--- config.mk ---
export PLATFORM = sky130hd
export DESIGN_NAME = pft_top
export DESIGN_NICKNAME = d
export VERILOG_FILES = /design/src/logic/pft_pkg.sv /design/src/logic/pft_top.sv
export SDC_FILE = /design/constraint.sdc
export NUM_CORES = 1
export LEC_CHECK = 0
export BUFFER_PORTS_ARGS = -buffer_cell sky130_fd_sc_hd__buf_2
export CAP_MARGIN = 20
export CORE_MARGIN = 3
export CORE_UTILIZATION = 45
export DETAILED_ROUTE_END_ITERATION = 10
export GPL_ROUTABILITY_DRIVEN = 0
export PLACE_DENSITY = 0.69
export SYNTH_ARGS = -nofsm -noshare
export SYNTH_HDL_FRONTEND = slang
export SYNTH_SLANG_ARGS = --single-unit
--- constraint.sdc ---
create_clock -name clk -period 4.8 [get_ports clk]
set_input_delay 0.96 -clock clk [delete_from_list [all_inputs] [get_ports clk]]
set_output_delay 0.96 -clock clk [all_outputs]
set_load 0.005 [all_outputs]
--- src/logic/pft_pkg.sv ---
// Package for the pause frame timer and refresh block
package pft_pkg;
  localparam logic [15:0] PAUSE_TIME_ADDR    = 16'h0170;
  localparam logic [15:0] REFRESH_THRESH_ADDR = 16'h5F40;
  localparam logic [15:0] STATUS_ADDR        = 16'h5F44;
  localparam int          BYTE_TIMES_PER_SLOT = 64;
  localparam int          CLK_PER_BYTE_TIME   = 1;
  localparam int          SLOT_CLKS = BYTE_TIMES_PER_SLOT * CLK_PER_BYTE_TIME;
  localparam logic [6:0]  SLOT_LAST = 7'(SLOT_CLKS - 1);
  localparam logic [15:0] FIELD_RESET = 16'h0000;
  localparam logic [15:0] ZERO16      = 16'h0000;

  typedef struct packed {
    logic [15:0] addr;
    logic [31:0] wdata;
    logic        wr;
    logic        rd;
  } pft_bus_t;

  typedef struct packed {
    logic        req;
    logic        is_xoff;
    logic [15:0] pause_time;
  } pft_pause_t;
endpackage

--- src/logic/pft_top.sv ---
// Pause frame time value and XOFF refresh timer
//
// The strobed register port was left to the implementer.
`timescale 1ns/1ps
module pft_top (
  input  wire logic                clk,
  input  wire logic                sys_rst,
  input  wire logic                clk_en,
  input  wire pft_pkg::pft_bus_t   bus,
  output logic [31:0]              rdata,
  input  wire logic                above_low_thresh,
  input  wire logic                xoff_sent,
  input  wire logic                sw_pause_req,
  output pft_pkg::pft_pause_t      pause_out,
  output logic                     slot_tick
);

  ////////////////////////////////////////////////////////////////////////////
  // Registers
  logic [15:0] pause_time_value_reg;
  logic [15:0] refresh_threshold_value_reg;
  logic [15:0] shadow_reg;
  logic [15:0] shadow_next;
  logic [6:0]  slot_cnt_reg;
  logic        above_s1_reg;
  logic        above_s2_reg;
  logic [31:0] rdata_next;
  pft_pkg::pft_pause_t pause_next;

  wire hit_time = bus.addr == pft_pkg::PAUSE_TIME_ADDR;
  wire hit_thr  = bus.addr == pft_pkg::REFRESH_THRESH_ADDR;
  wire hit_stat = bus.addr == pft_pkg::STATUS_ADDR;
  wire slot_end = slot_cnt_reg == pft_pkg::SLOT_LAST;
  wire refresh_on = refresh_threshold_value_reg != pft_pkg::ZERO16;
  wire refresh_fire = refresh_on && above_s2_reg && !xoff_sent &&
                      shadow_reg >= refresh_threshold_value_reg;

  ////////////////////////////////////////////////////////////////////////////
  // Read decode
  assign rdata_next = hit_time ? {16'h0000, pause_time_value_reg} :
                      hit_thr  ? {16'h0000, refresh_threshold_value_reg} :
                      hit_stat ? {16'h0000, shadow_reg} :
                      32'h0000_0000;

  assign shadow_next = (xoff_sent || refresh_fire) ? pft_pkg::ZERO16 :
                       (above_s2_reg && refresh_on && slot_end) ?
                       shadow_reg + 16'h0001 : shadow_reg;

  assign pause_next.req        = refresh_fire || sw_pause_req;
  assign pause_next.is_xoff    = refresh_fire;
  assign pause_next.pause_time = pause_time_value_reg;

  ////////////////////////////////////////////////////////////////////////////
  // State
  always_ff @(posedge clk)
  begin
    if (sys_rst)
    begin
      pause_time_value_reg        <= pft_pkg::FIELD_RESET;
      refresh_threshold_value_reg <= pft_pkg::FIELD_RESET;
      shadow_reg   <= pft_pkg::ZERO16;
      slot_cnt_reg <= 7'h00;
      above_s1_reg <= 1'b0;
      above_s2_reg <= 1'b0;
      rdata        <= 32'h0000_0000;
      pause_out    <= '0;
    end
    else if (clk_en)
    begin
      if (bus.wr && hit_time)
        pause_time_value_reg <= bus.wdata[15:0];
      if (bus.wr && hit_thr)
        refresh_threshold_value_reg <= bus.wdata[15:0];
      slot_cnt_reg <= slot_end ? 7'h00 : slot_cnt_reg + 7'h01;
      above_s1_reg <= above_low_thresh;
      above_s2_reg <= above_s1_reg;
      shadow_reg   <= shadow_next;
      rdata        <= bus.rd ? rdata_next : 32'h0000_0000;
      pause_out    <= pause_next;
    end
  end

  assign slot_tick = slot_end;
endmodule

==> Yosys cells after proc, flatten, opt, wreduce, memory -nomap -nowiden <==
Index checks and enable logic that the tools add are counted.
{ "classes": {"n_mux": 7, "order_cmp": 1, "bitwise": 0, "div_mod_pow": 0, "mul": 0, "eq_ne": 4, "reduce_logical": 14, "add_sub_neg": 2, "shift": 0} }
{ "ops": {"columns": ["op", "n"], "rows": [
  ["2-to-1 mux 16 bit", 6],
  ["equality test 16 x 15 -> 1 bit, second input constant", 2],
  ["adder 16 x 1 -> 16 bit, second input constant", 1],
  ["equality test 16 x 9 -> 1 bit, second input constant", 1],
  [">= comparator 16 bit", 1],
  ["nonzero test 16 bit", 1],
  ["adder 7 x 1 -> 7 bit, second input constant", 1],
  ["equality test 7 x 6 -> 1 bit, second input constant", 1],
  ["2-to-1 mux 7 bit", 1],
  ["logical AND 1 bit", 6],
  ["AND reduction 2 bit", 3],
  ["logical OR 1 bit", 2],
  ["nonzero test 2 bit", 1],
  ["logical NOT 1 bit", 1]
]} }
{ "totals": {"in_bits": 56, "word_cells": 38, "mem_bits_rw": 0, "rom_bits": 0, "latch_bits": 0, "reg_bits": 107, "out_inout_bits": 51, "memories": 0} }

==> Logic depth before layout (Yosys ltp) <==
Gate-level depths: netlist of the first run.
{ "logic_depth": {"ltp_word": 7, "ltp_mapped": 9, "mapped_depth_nobuf": 8} }

==> Worst setup path after synthesis of the first run <==
OpenSTA, ideal clock, no wires.
{ "synth_timing": {"kind": "input to register", "start": "in sys_rst", "end": "reg shadow_reg[12]", "n_path_buf": 2, "setup_ns": 0.074, "stages": 6, "t_arrival_ns": 2.462, "setup_slack_ns": 2.264, "required_ns": 4.726, "path_cell_list": "clkbuf_1 > or4_1 > nor4b_4 > buf_2 > a21oi_1 > a31oi_1"} }
{ "synth_lines": {"columns": ["element", "line", "source"], "rows": [
  ["start, declared", "pft_top.sv:7", "input wire logic sys_rst,"],
  ["end signal, assigned", "pft_top.sv:61", "shadow_reg <= pft_pkg::ZERO16;"],
  ["end signal, assigned", "pft_top.sv:77", "shadow_reg <= shadow_next;"],
  ["end, declared", "pft_top.sv:22", "logic [15:0] shadow_reg;"]
]} }

==> Worst setup path after layout of the first run <==
{ "layout_timing": {"start": "reg shadow_reg[13]", "end": "reg shadow_reg[5]"} }
{ "layout_via": {"elab_chain_len": 5, "word_cells_on_any_way": 6, "classes_between": "1 x order compare; 1 x mux; 4 x reduce/logical"} }
{ "layout_rtl": {"columns": ["element", "line", "source"], "rows": [
  [">= comparator 16 bit *", "pft_top.sv:36", "shadow_reg >= refresh_threshold_value_reg;"],
  ["logical AND 1 bit *", "pft_top.sv:35", "wire refresh_fire = refresh_on && above_s2_reg && !xoff_sent &&"],
  ["logical OR 1 bit *", "pft_top.sv:45", "assign shadow_next = (xoff_sent || refresh_fire) ? pft_pkg::ZERO16 :"],
  ["nonzero test 2 bit (no source line)", null, null],
  ["AND reduction 2 bit (no source line)", null, null]
]} }
Mark *: on every way between the ends. The rest lies on a longest branch, timed or not.
A chain may end at the register's enable or synchronous reset.

==> results of run 1 <==
[through the flow]
stage                     hold slack (ns)  util [%]  setup WS, ns
after floorplan                     0.444         -          2.26
after global placement              0.436      50.9          1.82
after detailed placement            0.441      50.9          1.67
after CTS                           0.469      53.0          1.95
after global routing                0.486      53.3          1.74
final                               0.462      53.3          1.94
[Yosys cell counts (all sizes together)]
cell / count
a2111oi: 2
a211oi: 1
a21o: 1
a21oi: 30
a222oi: 16
a22oi: 1
a31oi: 14
a41oi: 5
and3: 4
and3b: 1
and4: 2
and4b: 1
buf: 24
clkbuf: 16
conb: 1
dfxtp: 91
ha: 18
inv: 20
mux2i: 35
nand2: 65
nand2b: 9
nand3: 12
nand3b: 1
nand4: 6
nor2: 56
nor3: 3
nor3b: 1
nor4: 5
nor4b: 3
o21a: 2
o21ai: 24
o22ai: 1
o31a: 1
o31ai: 1
o41ai: 1
or3: 2
or4: 6
or4b: 1
xnor2: 2
xor2: 3
[how the worst min path moves through the flow]
stage,end,startpoint
final,rdata[2],rdata[2]
after global placement,rdata[13],rdata[13]
after detailed placement,rdata[8],rdata[8]
after floorplan,pause_time_value_reg[0],pause_time_value_reg[0]
after CTS,rdata[7],rdata[7]
after global routing,rdata[2],rdata[2]
[power groups by stage]
stage	Combinational [mW]	Sequential, mW	Clock (mW)
floorplan	0.0474	0.777	0
global placement	0.0660	0.777	0
detailed placement	0.0671	0.778	0
CTS	0.0674	0.760	0.521
global route	0.0751	0.761	0.553
finish	0.0685	0.760	0.508
[final cells by class]
cell class / instances / area [µm²] / share of cell area, %
clock buffers: 11 / 151 / 3.08
clock inverters: 5 / 45.0 / 0.915
inverters: 20 / 75.1 / 1.53
multi-input cells: 352 / 2240 / 45.4
flip-flops and latches: 91 / 1820 / 37.0
well taps: 129 / 161 / 3.28
repair buffers: 82 / 430 / 8.75
[layer usage]
| metal | vias up | part of all wire (%) | GRT usage, % |
|---|---|---|---|
| met2 | 150 | 47 | 33.8 |
| met5 | - | 0 | 0 |
| met1 | 1793 | 44 | 26.1 |
| li1 | 1861 | - | - |
| met3 | 15 | 7.1 | 4.17 |
| met4 | 0 | 1.7 | 7.03 |
[cell usage in the layout (no fill, tap or decap), drive strengths merged, types with 3 or more instances in the layout]
| cell type | instances |
|---|---|
| a21oi | 30 |
| a222oi | 16 |
| a31oi | 14 |
| a41oi | 5 |
| and3 | 4 |
| buf | 82 |
| clkbuf | 11 |
| conb | 16 |
| dfxtp | 91 |
| ha | 18 |
| inv | 22 |
| mux2i | 35 |
| nand2 | 65 |
| nand2b | 9 |
| nand3 | 12 |
| nand4 | 6 |
| nor2 | 56 |
| nor3 | 3 |
| nor4 | 5 |
| nor4b | 3 |
| o21ai | 24 |
| or4 | 6 |
| xor2 | 3 |
[cells by family after synthesis]
logic type | Yosys count
and+or+nand+nor | 178
other | 1
DFF | 91
xor gates and xnor gates | 5
adders and majority gates | 18
AOI/OAI and AO/OA | 100
muxes | 35
buffers and inverters | 60
[critical path, stage by stage (launching register included)]
cell	delay (ns)
dfxtp_1	0.50
ha_1	0.31
a211oi_1	0.23
nor2_1	0.10
or4_1	0.48
nor4b_4	0.77
a41oi_1	0.22
a31oi_1	0.17
==> results by group, run 1 <==
Floorplan
  • Die area: around 11,000 µm²
  • Top Ports: ~110
  • Initial Utilization: 46.5%
  • Die Wd: 104 µm
  • Cell Rows: 35
  • Core footprint: about 9200 µm²
  • Chip height: 104 µm

Critical path
  • Worst Setup EP: shadow_reg[5]
  • Worst reg2reg path startpoint: shadow_reg[13]
  • R2R Path End: shadow_reg[5]
  • Worst setup EP type: register
  • WP data arrival: 3.15 ns
  • Worst EP required: between 5 and 6 ns
  • Worst Setup SP: shadow_reg[13]
  • Crit path launch type: register
  • CP Max Fanout: 17
  • Worst reg2reg setup slack: just under 2 ns
  • R2R depth: 7
  • Setup CP Type: register to register

Clock tree
  • Clk_lat worst skew: roughly 0.36 ns
  • TritonCTS clock tree: done
  • CTS root buf: clkbuf_8
  • Number of buffers created by CTS: 9
  • Post-CTS sizing: 0
  • Setup bufs post-CTS: 0
  • CTS Hold Bufs: 0
  • Clk buf depth: 2
  • Clk slew on worst S/H paths: about 0.09 ns
  • CTS Sinks: ~90
  • H-tree Lvls: 3

Synth
  • Synth Cell Area: approximately 4300 µm²
  • Post-synth top area share: 42.4%
  • Synth Area per Inst: approximately 9 µm²
  • Post-synthesis sequential area ratio: between 40% and 50%
  • Leading area contributor after synthesis: dfxtp_1
  • Top cells by area, synth: dfxtp_1 (42%), mux2i_1 (8.2%), nand2_1 (5.7%)
  • Netlist cell types: slightly below 50
  • Xor/xnor cell area share of the yosys netlist: under 10%
  • Synthesis Warnings: 0
  • Area share of and/or/nand/nor cells after synthesis: 20.0%
  • Mux share of post-synthesis cell area: 8.15%
  • Synth Register Bits: between 90 and 100
  • Synth Area in Compound Gates: 16.2%
  • Largest family of logic cells by synthesized area: simple AND/OR/NAND/NOR gates
  • Post-Syn Instances: between 400 and 500
  • Synth Area in Adders: under 10%

GRT
  • GR Overflow Total: 0
  • First-pass GRT wire length: around 18,000 µm
  • Antenna violations before repair: 0
  • Total GRT Usage: 20.3%
  • Vias in the first global route: between 3,000 and 4,000
  • Largest net degree at the start of global routing: 63

Pwr
  • Combinational share of power: 5.1%
  • Pleak: ~2.1 nW
  • Clock share of power: a little under two fifths
  • P_sw: 0.330 mW
  • Pwr Total: 1.34 mW
  • Internal Power: between 1 and 1.5 mW
  • Flop pwr share: 56.8%
  • Sw Ratio: between 20% and 30%
  • Max VDD drop: between 0.00015 and 0.0002 V
  • Power Density: 272 nW/µm²

STA
  • Setup_tns: 0 ns
  • RSZ-0062 raised after global routing: false
  • Clk_skew: around 0.0085 ns
  • Rel. slew slack: between 40% and 50%
  • Hold Fails Final Rpt: 0
  • Final setup fails: 0
  • Slew @ Worst Pin: a little under 0.9 ns
  • Final Critical Period: between 2 and 3 ns
  • Slew Viols, Final: 0
  • FMAX: between 0.3 and 0.4 GHz
  • Tcrit/Tclk final: 59.6%

Final layout
  • Final Instance Area: about 4900 µm²
  • Area delta synth->final: 14.5%
  • Layout cell share with drive strength beyond 1: 19.1%
  • Final nets: 630
  • ANT cells: 0
  • Non-Filler Instances: just under 700
  • # fillers: just under 900
  • Max FFs per register: 18
  • Biggest register: pause_out

Route
  • Overall routed net length: 10,900 µm
  • DRC Markers: 0
  • First DRT Iteration DRCs: about 230
  • DRT antenna net count: 0
  • Vias: 3,819
  • WL/cell: ~16 µm
  • Pre-antenna DRT Iters: 6
  • Drt via density: roughly 5.5

Placed design
  • DP HPWL: between 7000 and 8000 µm
  • Area after DPL: around 4700 µm²
  • Cell Count Post-Placement: around 670
  • Port Buffer Count: 74

Worst hold path
  • Min-delay worst type: register to register
  • Hold depth: 2

Flow run
  • Max-cap check violation count: 0

Status
  • Status: finished, final reports clean
(Power assumes the default switching activity.)
==> run 2: changes to the inputs <==
--- a/config.mk
+++ b/config.mk
@@ -5,13 +5,14 @@
 export SDC_FILE = /design/constraint.sdc
 export NUM_CORES = 1
 export LEC_CHECK = 0
+export ABC_AREA = 1
 export BUFFER_PORTS_ARGS = -buffer_cell sky130_fd_sc_hd__buf_2
 export CAP_MARGIN = 20
 export CORE_MARGIN = 3
 export CORE_UTILIZATION = 45
 export DETAILED_ROUTE_END_ITERATION = 10
 export GPL_ROUTABILITY_DRIVEN = 0
-export PLACE_DENSITY = 0.69
+export PLACE_DENSITY = 0.68
 export SYNTH_ARGS = -nofsm -noshare
 export SYNTH_HDL_FRONTEND = slang
 export SYNTH_SLANG_ARGS = --single-unit
==> constraint.sdc (replaced) <==
create_clock -name clk -period 2.86 [get_ports clk]
set_input_delay 0.572 -clock clk [delete_from_list [all_inputs] [get_ports clk]]
set_output_delay 0.572 -clock clk [all_outputs]
set_load 0.005 [all_outputs]
==> results by group, run 2 <==
Clock tree
  • Setup bufs post-CTS: 0 (unchanged)
  • Post-CTS sizing: 0 (unchanged)
  • CTS Hold Bufs: 0 (unchanged)
  • CTS Sinks: 91 (unchanged)
  • TritonCTS clock tree: done (unchanged)
  • Number of buffers created by CTS: 9 (unchanged)
  • CTS root buf: clkbuf_8 (unchanged)
  • Clk buf depth: 2 (unchanged)
  • H-tree Lvls: 3 (unchanged)
  • Clk_lat worst skew: 0.37 ns (was 0.36 ns)
  • Clk slew on worst S/H paths: 0.09 ns (about the same)

Final layout
  • Final nets: 811 (was 630)
  • Final Instance Area: 5410 µm² (was 4920 µm²)
  • Commonest non-fill, non-tap cell in the layout: nand2_1 (was dfxtp_1)
  • ANT cells: 0 (unchanged)
  • Max FFs per register: 18 (unchanged)
  • Layout cell share with drive strength beyond 1: 17.0% (was 19.1%)
  • Fin util: 52.4% (was 53.3%)
  • # fillers: 1,054 (was 889)
  • Biggest register: pause_out (unchanged)
  • Most used cells in the layout excluding fill and tap cells: nand2_1 (106), nand3_1 (91), dfxtp_1 (91) (was dfxtp_1 (91), buf_2 (74), nand2_1 (65))
  • Area delta synth->final: 12.9% (was 14.5%)

Synth
  • Count leader, synth: nand2_1 (was dfxtp_1)
  • EDFF count, synth: 0 (unchanged)
  • Synthesis Warnings: 0 (unchanged)
  • Synth Cell Area: 4790 µm² (was 4300 µm²)
  • Synth Area per Inst: 7.09 µm² (was 8.81 µm²)
  • Leading area contributor after synthesis: dfxtp_1 (unchanged)
  • Top cells by count, synth: nand2_1 (106), dfxtp_1 (91), nand3_1 (91) (was dfxtp_1 (91), nand2_1 (65), nor2_1 (56))
  • Post-Syn Instances: 675 (was 488)
  • Top cells by area, synth: dfxtp_1 (38%), nand3_1 (9.5%), nand2_1 (8.3%) (was dfxtp_1 (42%), mux2i_1 (8.2%), nand2_1 (5.7%))
  • Post-synthesis sequential area ratio: 38.1% (was 42.4%)
  • Top FF cell, synth: dfxtp_1 (unchanged)
  • Netlist cell types: 37 (was 49)
  • Post-synth ARST share: 0% (unchanged)
  • Synth Register Bits: 91 (unchanged)
  • Post-synth top area share: 38.1% (was 42.4%)

GRT
  • Vias in the first global route: 4,157 (was 3,615)
  • GR Layer Usage met3: 3.85% (was 4.17%)
  • GR Layer Usage met1: 28.1% (was 26.1%)
  • GR Overflow Total: 0 (unchanged)
  • Met2 Track Usage GR: 36.3% (was 33.8%)
  • Largest net degree at the start of global routing: 52 (was 63)
  • GRT Max-Usage Layer: met2 (unchanged)
  • Total GRT Usage: 21.6% (was 20.3%)
  • First-pass GRT wire length: 20,100 µm (was 17,900 µm)
  • Antenna violations before repair: 0 (unchanged)

Critical path
  • Most used cell along the critical path: nand2_1
  • Worst EP required: 3.12 ns (was 5.09 ns)
  • Crit-path slowest cell: dfxtp_1 (was nor4b_4)
  • CP top delay family: simple AND/OR/NAND/NOR gates (unchanged)
  • Setup CP Type: register to register (unchanged)
  • CP Max Fanout: 17 (unchanged)
  • Worst-path cell chain: ha_1 > nand2_1 > inv_1 > nand2_1 > nor2_1 > nor2_1 > nand2_1 > nand2_1 > nand2_1 > nand2_2 > nand3_2 > nand2_4 > nand2_1 > nand2_1 > nor2_1 (was ha_1 > a211oi_1 > nor2_1 > or4_1 > nor4b_4 > a41oi_1 > a31oi_1)
  • Worst path max stage delay: 0.50 ns (was 0.77 ns)
  • Worst setup EP type: register (unchanged)
  • CP bufs+invs: 1 (was 0)
  • Crit path launch type: register (unchanged)
  • WP data arrival: 2.55 ns (was 3.15 ns)

Placed design
  • Area after DPL: 5210 µm² (was 4700 µm²)
  • Port Buffer Count: 74 (unchanged)
  • DP HPWL: 9120 µm (was 7940 µm)

Floorplan
  • Core footprint: 10,300 µm² (was 9240 µm²)
  • Chip height: 109 µm (was 104 µm)
  • Die area: 11,900 µm² (was 10,800 µm²)
  • Cell Rows: 37 (was 35)
  • Top Ports: 107 (unchanged)
  • Die Wd: 109 µm (was 104 µm)
  • Initial Utilization: 46.4% (was 46.5%)

Pwr
  • Pleak: 2.38 nW (was 2.10 nW)
  • Power Density: 442 nW/µm² (was 272 nW/µm²)
  • Max VDD drop: 0.000227 V (was 0.000154 V)

STA
  • Slew Viols, Final: 0 (unchanged)
  • RSZ-0062 raised after global routing: false (unchanged)
  • Clk_skew: 0.0161 ns (was 0.00851 ns)
  • Hold Fails Final Rpt: 0 (unchanged)
  • Rel. slew slack: 65.9% (was 40.9%)
  • Setup_tns: 0 ns (unchanged)
  • FMAX: 0.437 GHz (was 0.350 GHz)
  • Slew @ Worst Pin: 0.512 ns (was 0.882 ns)
  • Final Critical Period: 2.29 ns (was 2.86 ns)
  • Tcrit/Tclk final: 80.0% (was 59.6%)
  • Final setup fails: 0 (unchanged)

Status
  • Status: finished, final reports clean (unchanged)

Flow run
  • Max-cap check violation count: 0 (unchanged)

Route
  • Drt via density: 5.18 (was 5.53)
  • Overall routed net length: 12,500 µm (was 10,900 µm)
  • Pre-antenna DRT Iters: 4 (was 6)
  • Vias: 4,545 (was 3,819)
  • WL/cell: 14.2 µm (was 15.9 µm)
  • DRT antenna net count: 0 (unchanged)
  • DRC Markers: 0 (unchanged)
  • First DRT Iteration DRCs: 292 (was 225)

Worst hold path
  • Min-delay worst type: primary input to register (was register to register)
[run 2: cell count changes in the layout (fill, tap and decap cells not counted), sizes merged, moves of 6 or more]
cell,change
nand4,+9
nand3,+80
a211oi,+31
a222oi,-16
a21oi,+16
nor2,+36
or4,-6
inv,+55
a31oi,-14
nand2,+45
nand2b,-9
mux2i,-35
[run 2: worst reg2reg max path: cells and delay by family (launching register included)]
| family | cells | cell delay (ns) |
|---|---|---|
| and+or+nand+nor | 13 | 1.37 |
| adders and majority gates | 1 | 0.30 |
| buffers and inverters | 1 | 0.04 |
| DFF | 1 | 0.50 |
[run 2: power breakdown]
group	internal [mW]	switching, mW	leakage [nW]
combinational	0.0723	0.134	1.54
clock	0.406	0.473	0.100
sequential	1.29	0.0172	0.738
[run 2: cells by family after synthesis]
logic type / Yosys count / synth area share, %
flip-flops: 91 / 38.1
AO/OA/AOI/OAI: 104 / 12.9
adder cells (fa/ha/maj): 18 / 4.70
XOR/XNOR: 10 / 1.83
AND/OR/NAND/NOR: 322 / 30.6
other: 1 / 0.0783
buffers and inverters: 129 / 11.8
[run 2: path summary, 6_finish.rpt]
check	from	to	slack, ns	cells after the start
worst min-delay path	above_low_thresh	above_s1_reg	0.43	3
worst max register to register	shadow_reg[4]	shadow_reg[8]	0.57	15
worst min register to register	rdata[7]	rdata[7]	0.47	2
worst max-delay path	shadow_reg[4]	shadow_reg[8]	0.57	15
[run 2: stage by stage]
step	setup WS (ns)	hold slack [ns]	cells	total power, mW
3_3_place_gp	0.637	0.450	862	1.53
3_5_place_dp	0.585	0.456	862	1.54
5_1_grt	0.397	0.466	878	2.48
4_1_cts	0.573	0.428	878	2.40
6_report	0.572	0.433	878	2.39
2_1_floorplan	1.06	0.441	690	1.48
[run 2: cell type report]
| class | instances | area (µm²) | share of cell area (%) |
|---|---|---|---|
| clock buffer | 10 | 128 | 2.36 |
| clock inverter | 6 | 66.3 | 1.23 |
| inverter | 78 | 293 | 5.42 |
| multi-input combinational | 470 | 2460 | 45.5 |
| sequential | 91 | 1820 | 33.7 |
| tap | 136 | 170 | 3.15 |
| timing repair buffer | 87 | 468 | 8.66 |
[run 2: metal layers]
metal	share of wire (%)	wire, µm	vias to the layer above
li1	-	-	2319
met1	45	5670	2096
met2	48	5950	116
met3	5.4	675	14
met4	1.4	173	0
met5	0	0	-
==> run 3: changes to the inputs <==
==> constraint.sdc (replaced) <==
create_clock -name clk -period 2.2 [get_ports clk]
set_input_delay 0.44 -clock clk [delete_from_list [all_inputs] [get_ports clk]]
set_output_delay 0.44 -clock clk [all_outputs]
set_load 0.005 [all_outputs]
==> results by group, run 3 (same netlist as run 2, synthesis figures left out) <==
Flow run
  • Max-cap check violation count: 0 (unchanged)

GRT
  • Largest net degree at the start of global routing: 53 (was 52)
  • First-pass GRT wire length: 20,300 µm (was 20,100 µm)
  • Vias in the first global route: 4,068 (was 4,157)
  • Total GRT Usage: 21.9% (was 21.6%)
  • GR Overflow Total: 0 (unchanged)
  • Antenna violations before repair: 0 (unchanged)

Route
  • DRC Markers: 0 (unchanged)
  • Drt via density: 5.18 (about the same)
  • Overall routed net length: 12,600 µm (was 12,500 µm)
  • Pre-antenna DRT Iters: 5 (was 4)
  • WL/cell: 14.2 µm (about the same)
  • DRT antenna net count: 0 (unchanged)
  • First DRT Iteration DRCs: 312 (was 292)
  • Vias: 4,612 (was 4,545)

Placed design
  • DP HPWL: 9280 µm (was 9120 µm)
  • Port Buffer Count: 74 (unchanged)
  • Cell Count Post-Placement: 874 (was 862)

Floorplan
  • Initial Utilization: 46.4% (unchanged)
  • Cell Rows: 37 (unchanged)
  • Top Ports: 107 (unchanged)
  • Die area: 11,900 µm² (unchanged)
  • Die Wd: 109 µm (unchanged)
  • Chip height: 109 µm (unchanged)
  • Core footprint: 10,300 µm² (unchanged)

STA
  • Slew @ Worst Pin: 0.578 ns (was 0.512 ns)
  • FMAX: 0.493 GHz (was 0.437 GHz)
  • Final setup fails: 0 (unchanged)
  • Final Critical Period: 2.03 ns (was 2.29 ns)
  • Rel. slew slack: 61.5% (was 65.9%)
  • Tcrit/Tclk final: 92.3% (was 80.0%)
  • Slew Viols, Final: 0 (unchanged)
  • Hold WS: 0.326 ns (was 0.433 ns)
  • RSZ-0062 raised after global routing: true (was false)
  • Clk_skew: 0.00854 ns (was 0.0161 ns)
  • Setup_tns: 0 ns (unchanged)
  • Hold Fails Final Rpt: 0 (unchanged)

Clock tree
  • Clk slew on worst S/H paths: 0.09 ns (about the same)
  • Number of buffers created by CTS: 9 (unchanged)
  • CTS root buf: clkbuf_8 (unchanged)
  • CTS Hold Bufs: 0 (unchanged)
  • TritonCTS clock tree: done (unchanged)
  • CTS Sinks: 91 (unchanged)
  • H-tree Lvls: 3 (unchanged)
  • Clk_lat worst skew: 0.37 ns (about the same)
  • Clk buf depth: 2 (unchanged)
  • Setup bufs post-CTS: 0 (unchanged)

Critical path
  • Worst Setup EP: shadow_reg[15] (was shadow_reg[8])
  • Worst EP required: 2.50 ns (was 3.12 ns)
  • R2R depth: 16 (was 15)
  • Worst Setup SP: refresh_threshold_value_reg[7] (was shadow_reg[4])
  • Crit path launch type: register (unchanged)
  • R2R Path End: shadow_reg[15] (was shadow_reg[8])
  • Setup CP Type: register to register (unchanged)
  • Worst reg2reg setup slack: 0.17 ns (was 0.57 ns)
  • WP data arrival: 2.33 ns (was 2.55 ns)
  • CP Max Fanout: 8 (was 17)
  • Worst reg2reg path startpoint: refresh_threshold_value_reg[7] (was shadow_reg[4])
  • Worst setup EP type: register (unchanged)

Pwr
  • Max VDD drop: 0.000295 V (was 0.000227 V)
  • Internal Power: 2.45 mW (was 1.77 mW)
  • Sw Ratio: 24.8% (was 26.1%)
  • Clock share of power: 39.5% (was 36.8%)
  • P_sw: 0.808 mW (was 0.623 mW)
  • Pwr Total: 3.26 mW (was 2.39 mW)
  • Flop pwr share: 51.8% (was 54.6%)
  • Power Density: 589 nW/µm² (was 442 nW/µm²)
  • Combinational share of power: 8.7% (was 8.6%)
  • Pleak: 2.46 nW (was 2.38 nW)

Final layout
  • Biggest register: pause_out (unchanged)
  • # fillers: 990 (was 1,054)
  • Final nets: 823 (was 811)
  • Fin util: 53.6% (was 52.4%)
  • ANT cells: 0 (unchanged)
  • Sequential cell area: 1830 µm² (was 1820 µm²)
  • Commonest non-fill, non-tap cell in the layout: nand2_1 (unchanged)
  • Area delta synth->final: 15.7% (was 12.9%)
  • Max FFs per register: 18 (unchanged)
  • Non-Filler Instances: 890 (was 878)
  • Most used cells in the layout excluding fill and tap cells: nand2_1 (106), nand3_1 (91), dfxtp_1 (88) (was nand2_1 (106), nand3_1 (91), dfxtp_1 (91))
  • Footprint of the multi-input gates: 2460 µm² (unchanged)
  • Layout cell share with drive strength beyond 1: 18.7% (was 17.0%)

Worst hold path
  • Min-delay worst type: primary input to register (unchanged)

Status
  • Status: finished, final reports clean (unchanged)
==> run 3: cell types whose count changed in the layout (fill, tap and decap cells not counted) <==
cell / previous run / this run
buf_4: 13 / 24
buf_6: 0 / 1
bufinv_16: 1 / 2
clkbuf_8: 9 / 10
clkinv_2: 2 / 0
dfxtp_1: 91 / 88
dfxtp_2: 0 / 3
==> run 3: power by group through the flow <==
stage | combinational [mW] | clock [mW] | sequential, mW
floorplan | 0.186 | 0 | 1.73
finish | 0.285 | 1.29 | 1.69
global route | 0.323 | 1.39 | 1.69
global placement | 0.273 | 0 | 1.73
CTS | 0.284 | 1.31 | 1.69
detailed placement | 0.282 | 0 | 1.73
==> run 3: layer usage <==
metal | track usage [%] | routed length (µm)
met5 | 0 | 0
met4 | 7.57 | 240
met1 | 28.6 | 5560
met3 | 3.85 | 847
met2 | 36.2 | 5970
==> run 3: layout make-up <==
class | instances | area share [%]
multi-input cells | 470 | 44.4
flip-flops and latches | 91 | 33.0
repair buffers | 99 | 10.1
inverters | 78 | 5.29
well taps | 136 | 3.07
clock buffers | 11 | 2.55
clock inverters | 5 | 1.56
==> run 3: worst max-delay path, cell delays in order (launching register included) <==
cell	delay (ns)
dfxtp_2	0.34
inv_1	0.07
ha_1	0.31
nand2_1	0.06
inv_1	0.04
nand2_1	0.09
nor2_1	0.06
nor2_1	0.08
nand2_1	0.07
nand2_1	0.06
nand2_1	0.07
nand2_2	0.08
buf_6	0.14
nand2_4	0.10
nor2_8	0.18
nand2_1	0.09
a21oi_2	0.12
==> run 3: how the worst min path moves through the flow <==
stage / startpoint / cells after the start / end / slack, ns
final: above_low_thresh / 3 / above_s1_reg / 0.33
after global routing: above_low_thresh / 3 / above_s1_reg / 0.33
after CTS: above_low_thresh / 3 / above_s1_reg / 0.31
after detailed placement: rdata[6] / 2 / rdata[6] / 0.45
after global placement: slot_cnt_reg[6] / 2 / slot_cnt_reg[6] / 0.45
after floorplan: slot_cnt_reg[6] / 2 / slot_cnt_reg[6] / 0.44
==> run 3: timing repair <==
action                                  4_1_cts  5_1_grt
resized for setup                             0        4
endpoints found under the setup margin        0       12
endpoints found under the hold margin         0        0
==> run 3: metrics by stage <==
step	cell area, µm²	setup slack (ns)
after global placement	5300	0.208
after global routing	5540	-0.0412
final	5540	0.170
after detailed placement	5300	0.188
after floorplan	4840	0.399
after CTS	5530	0.153
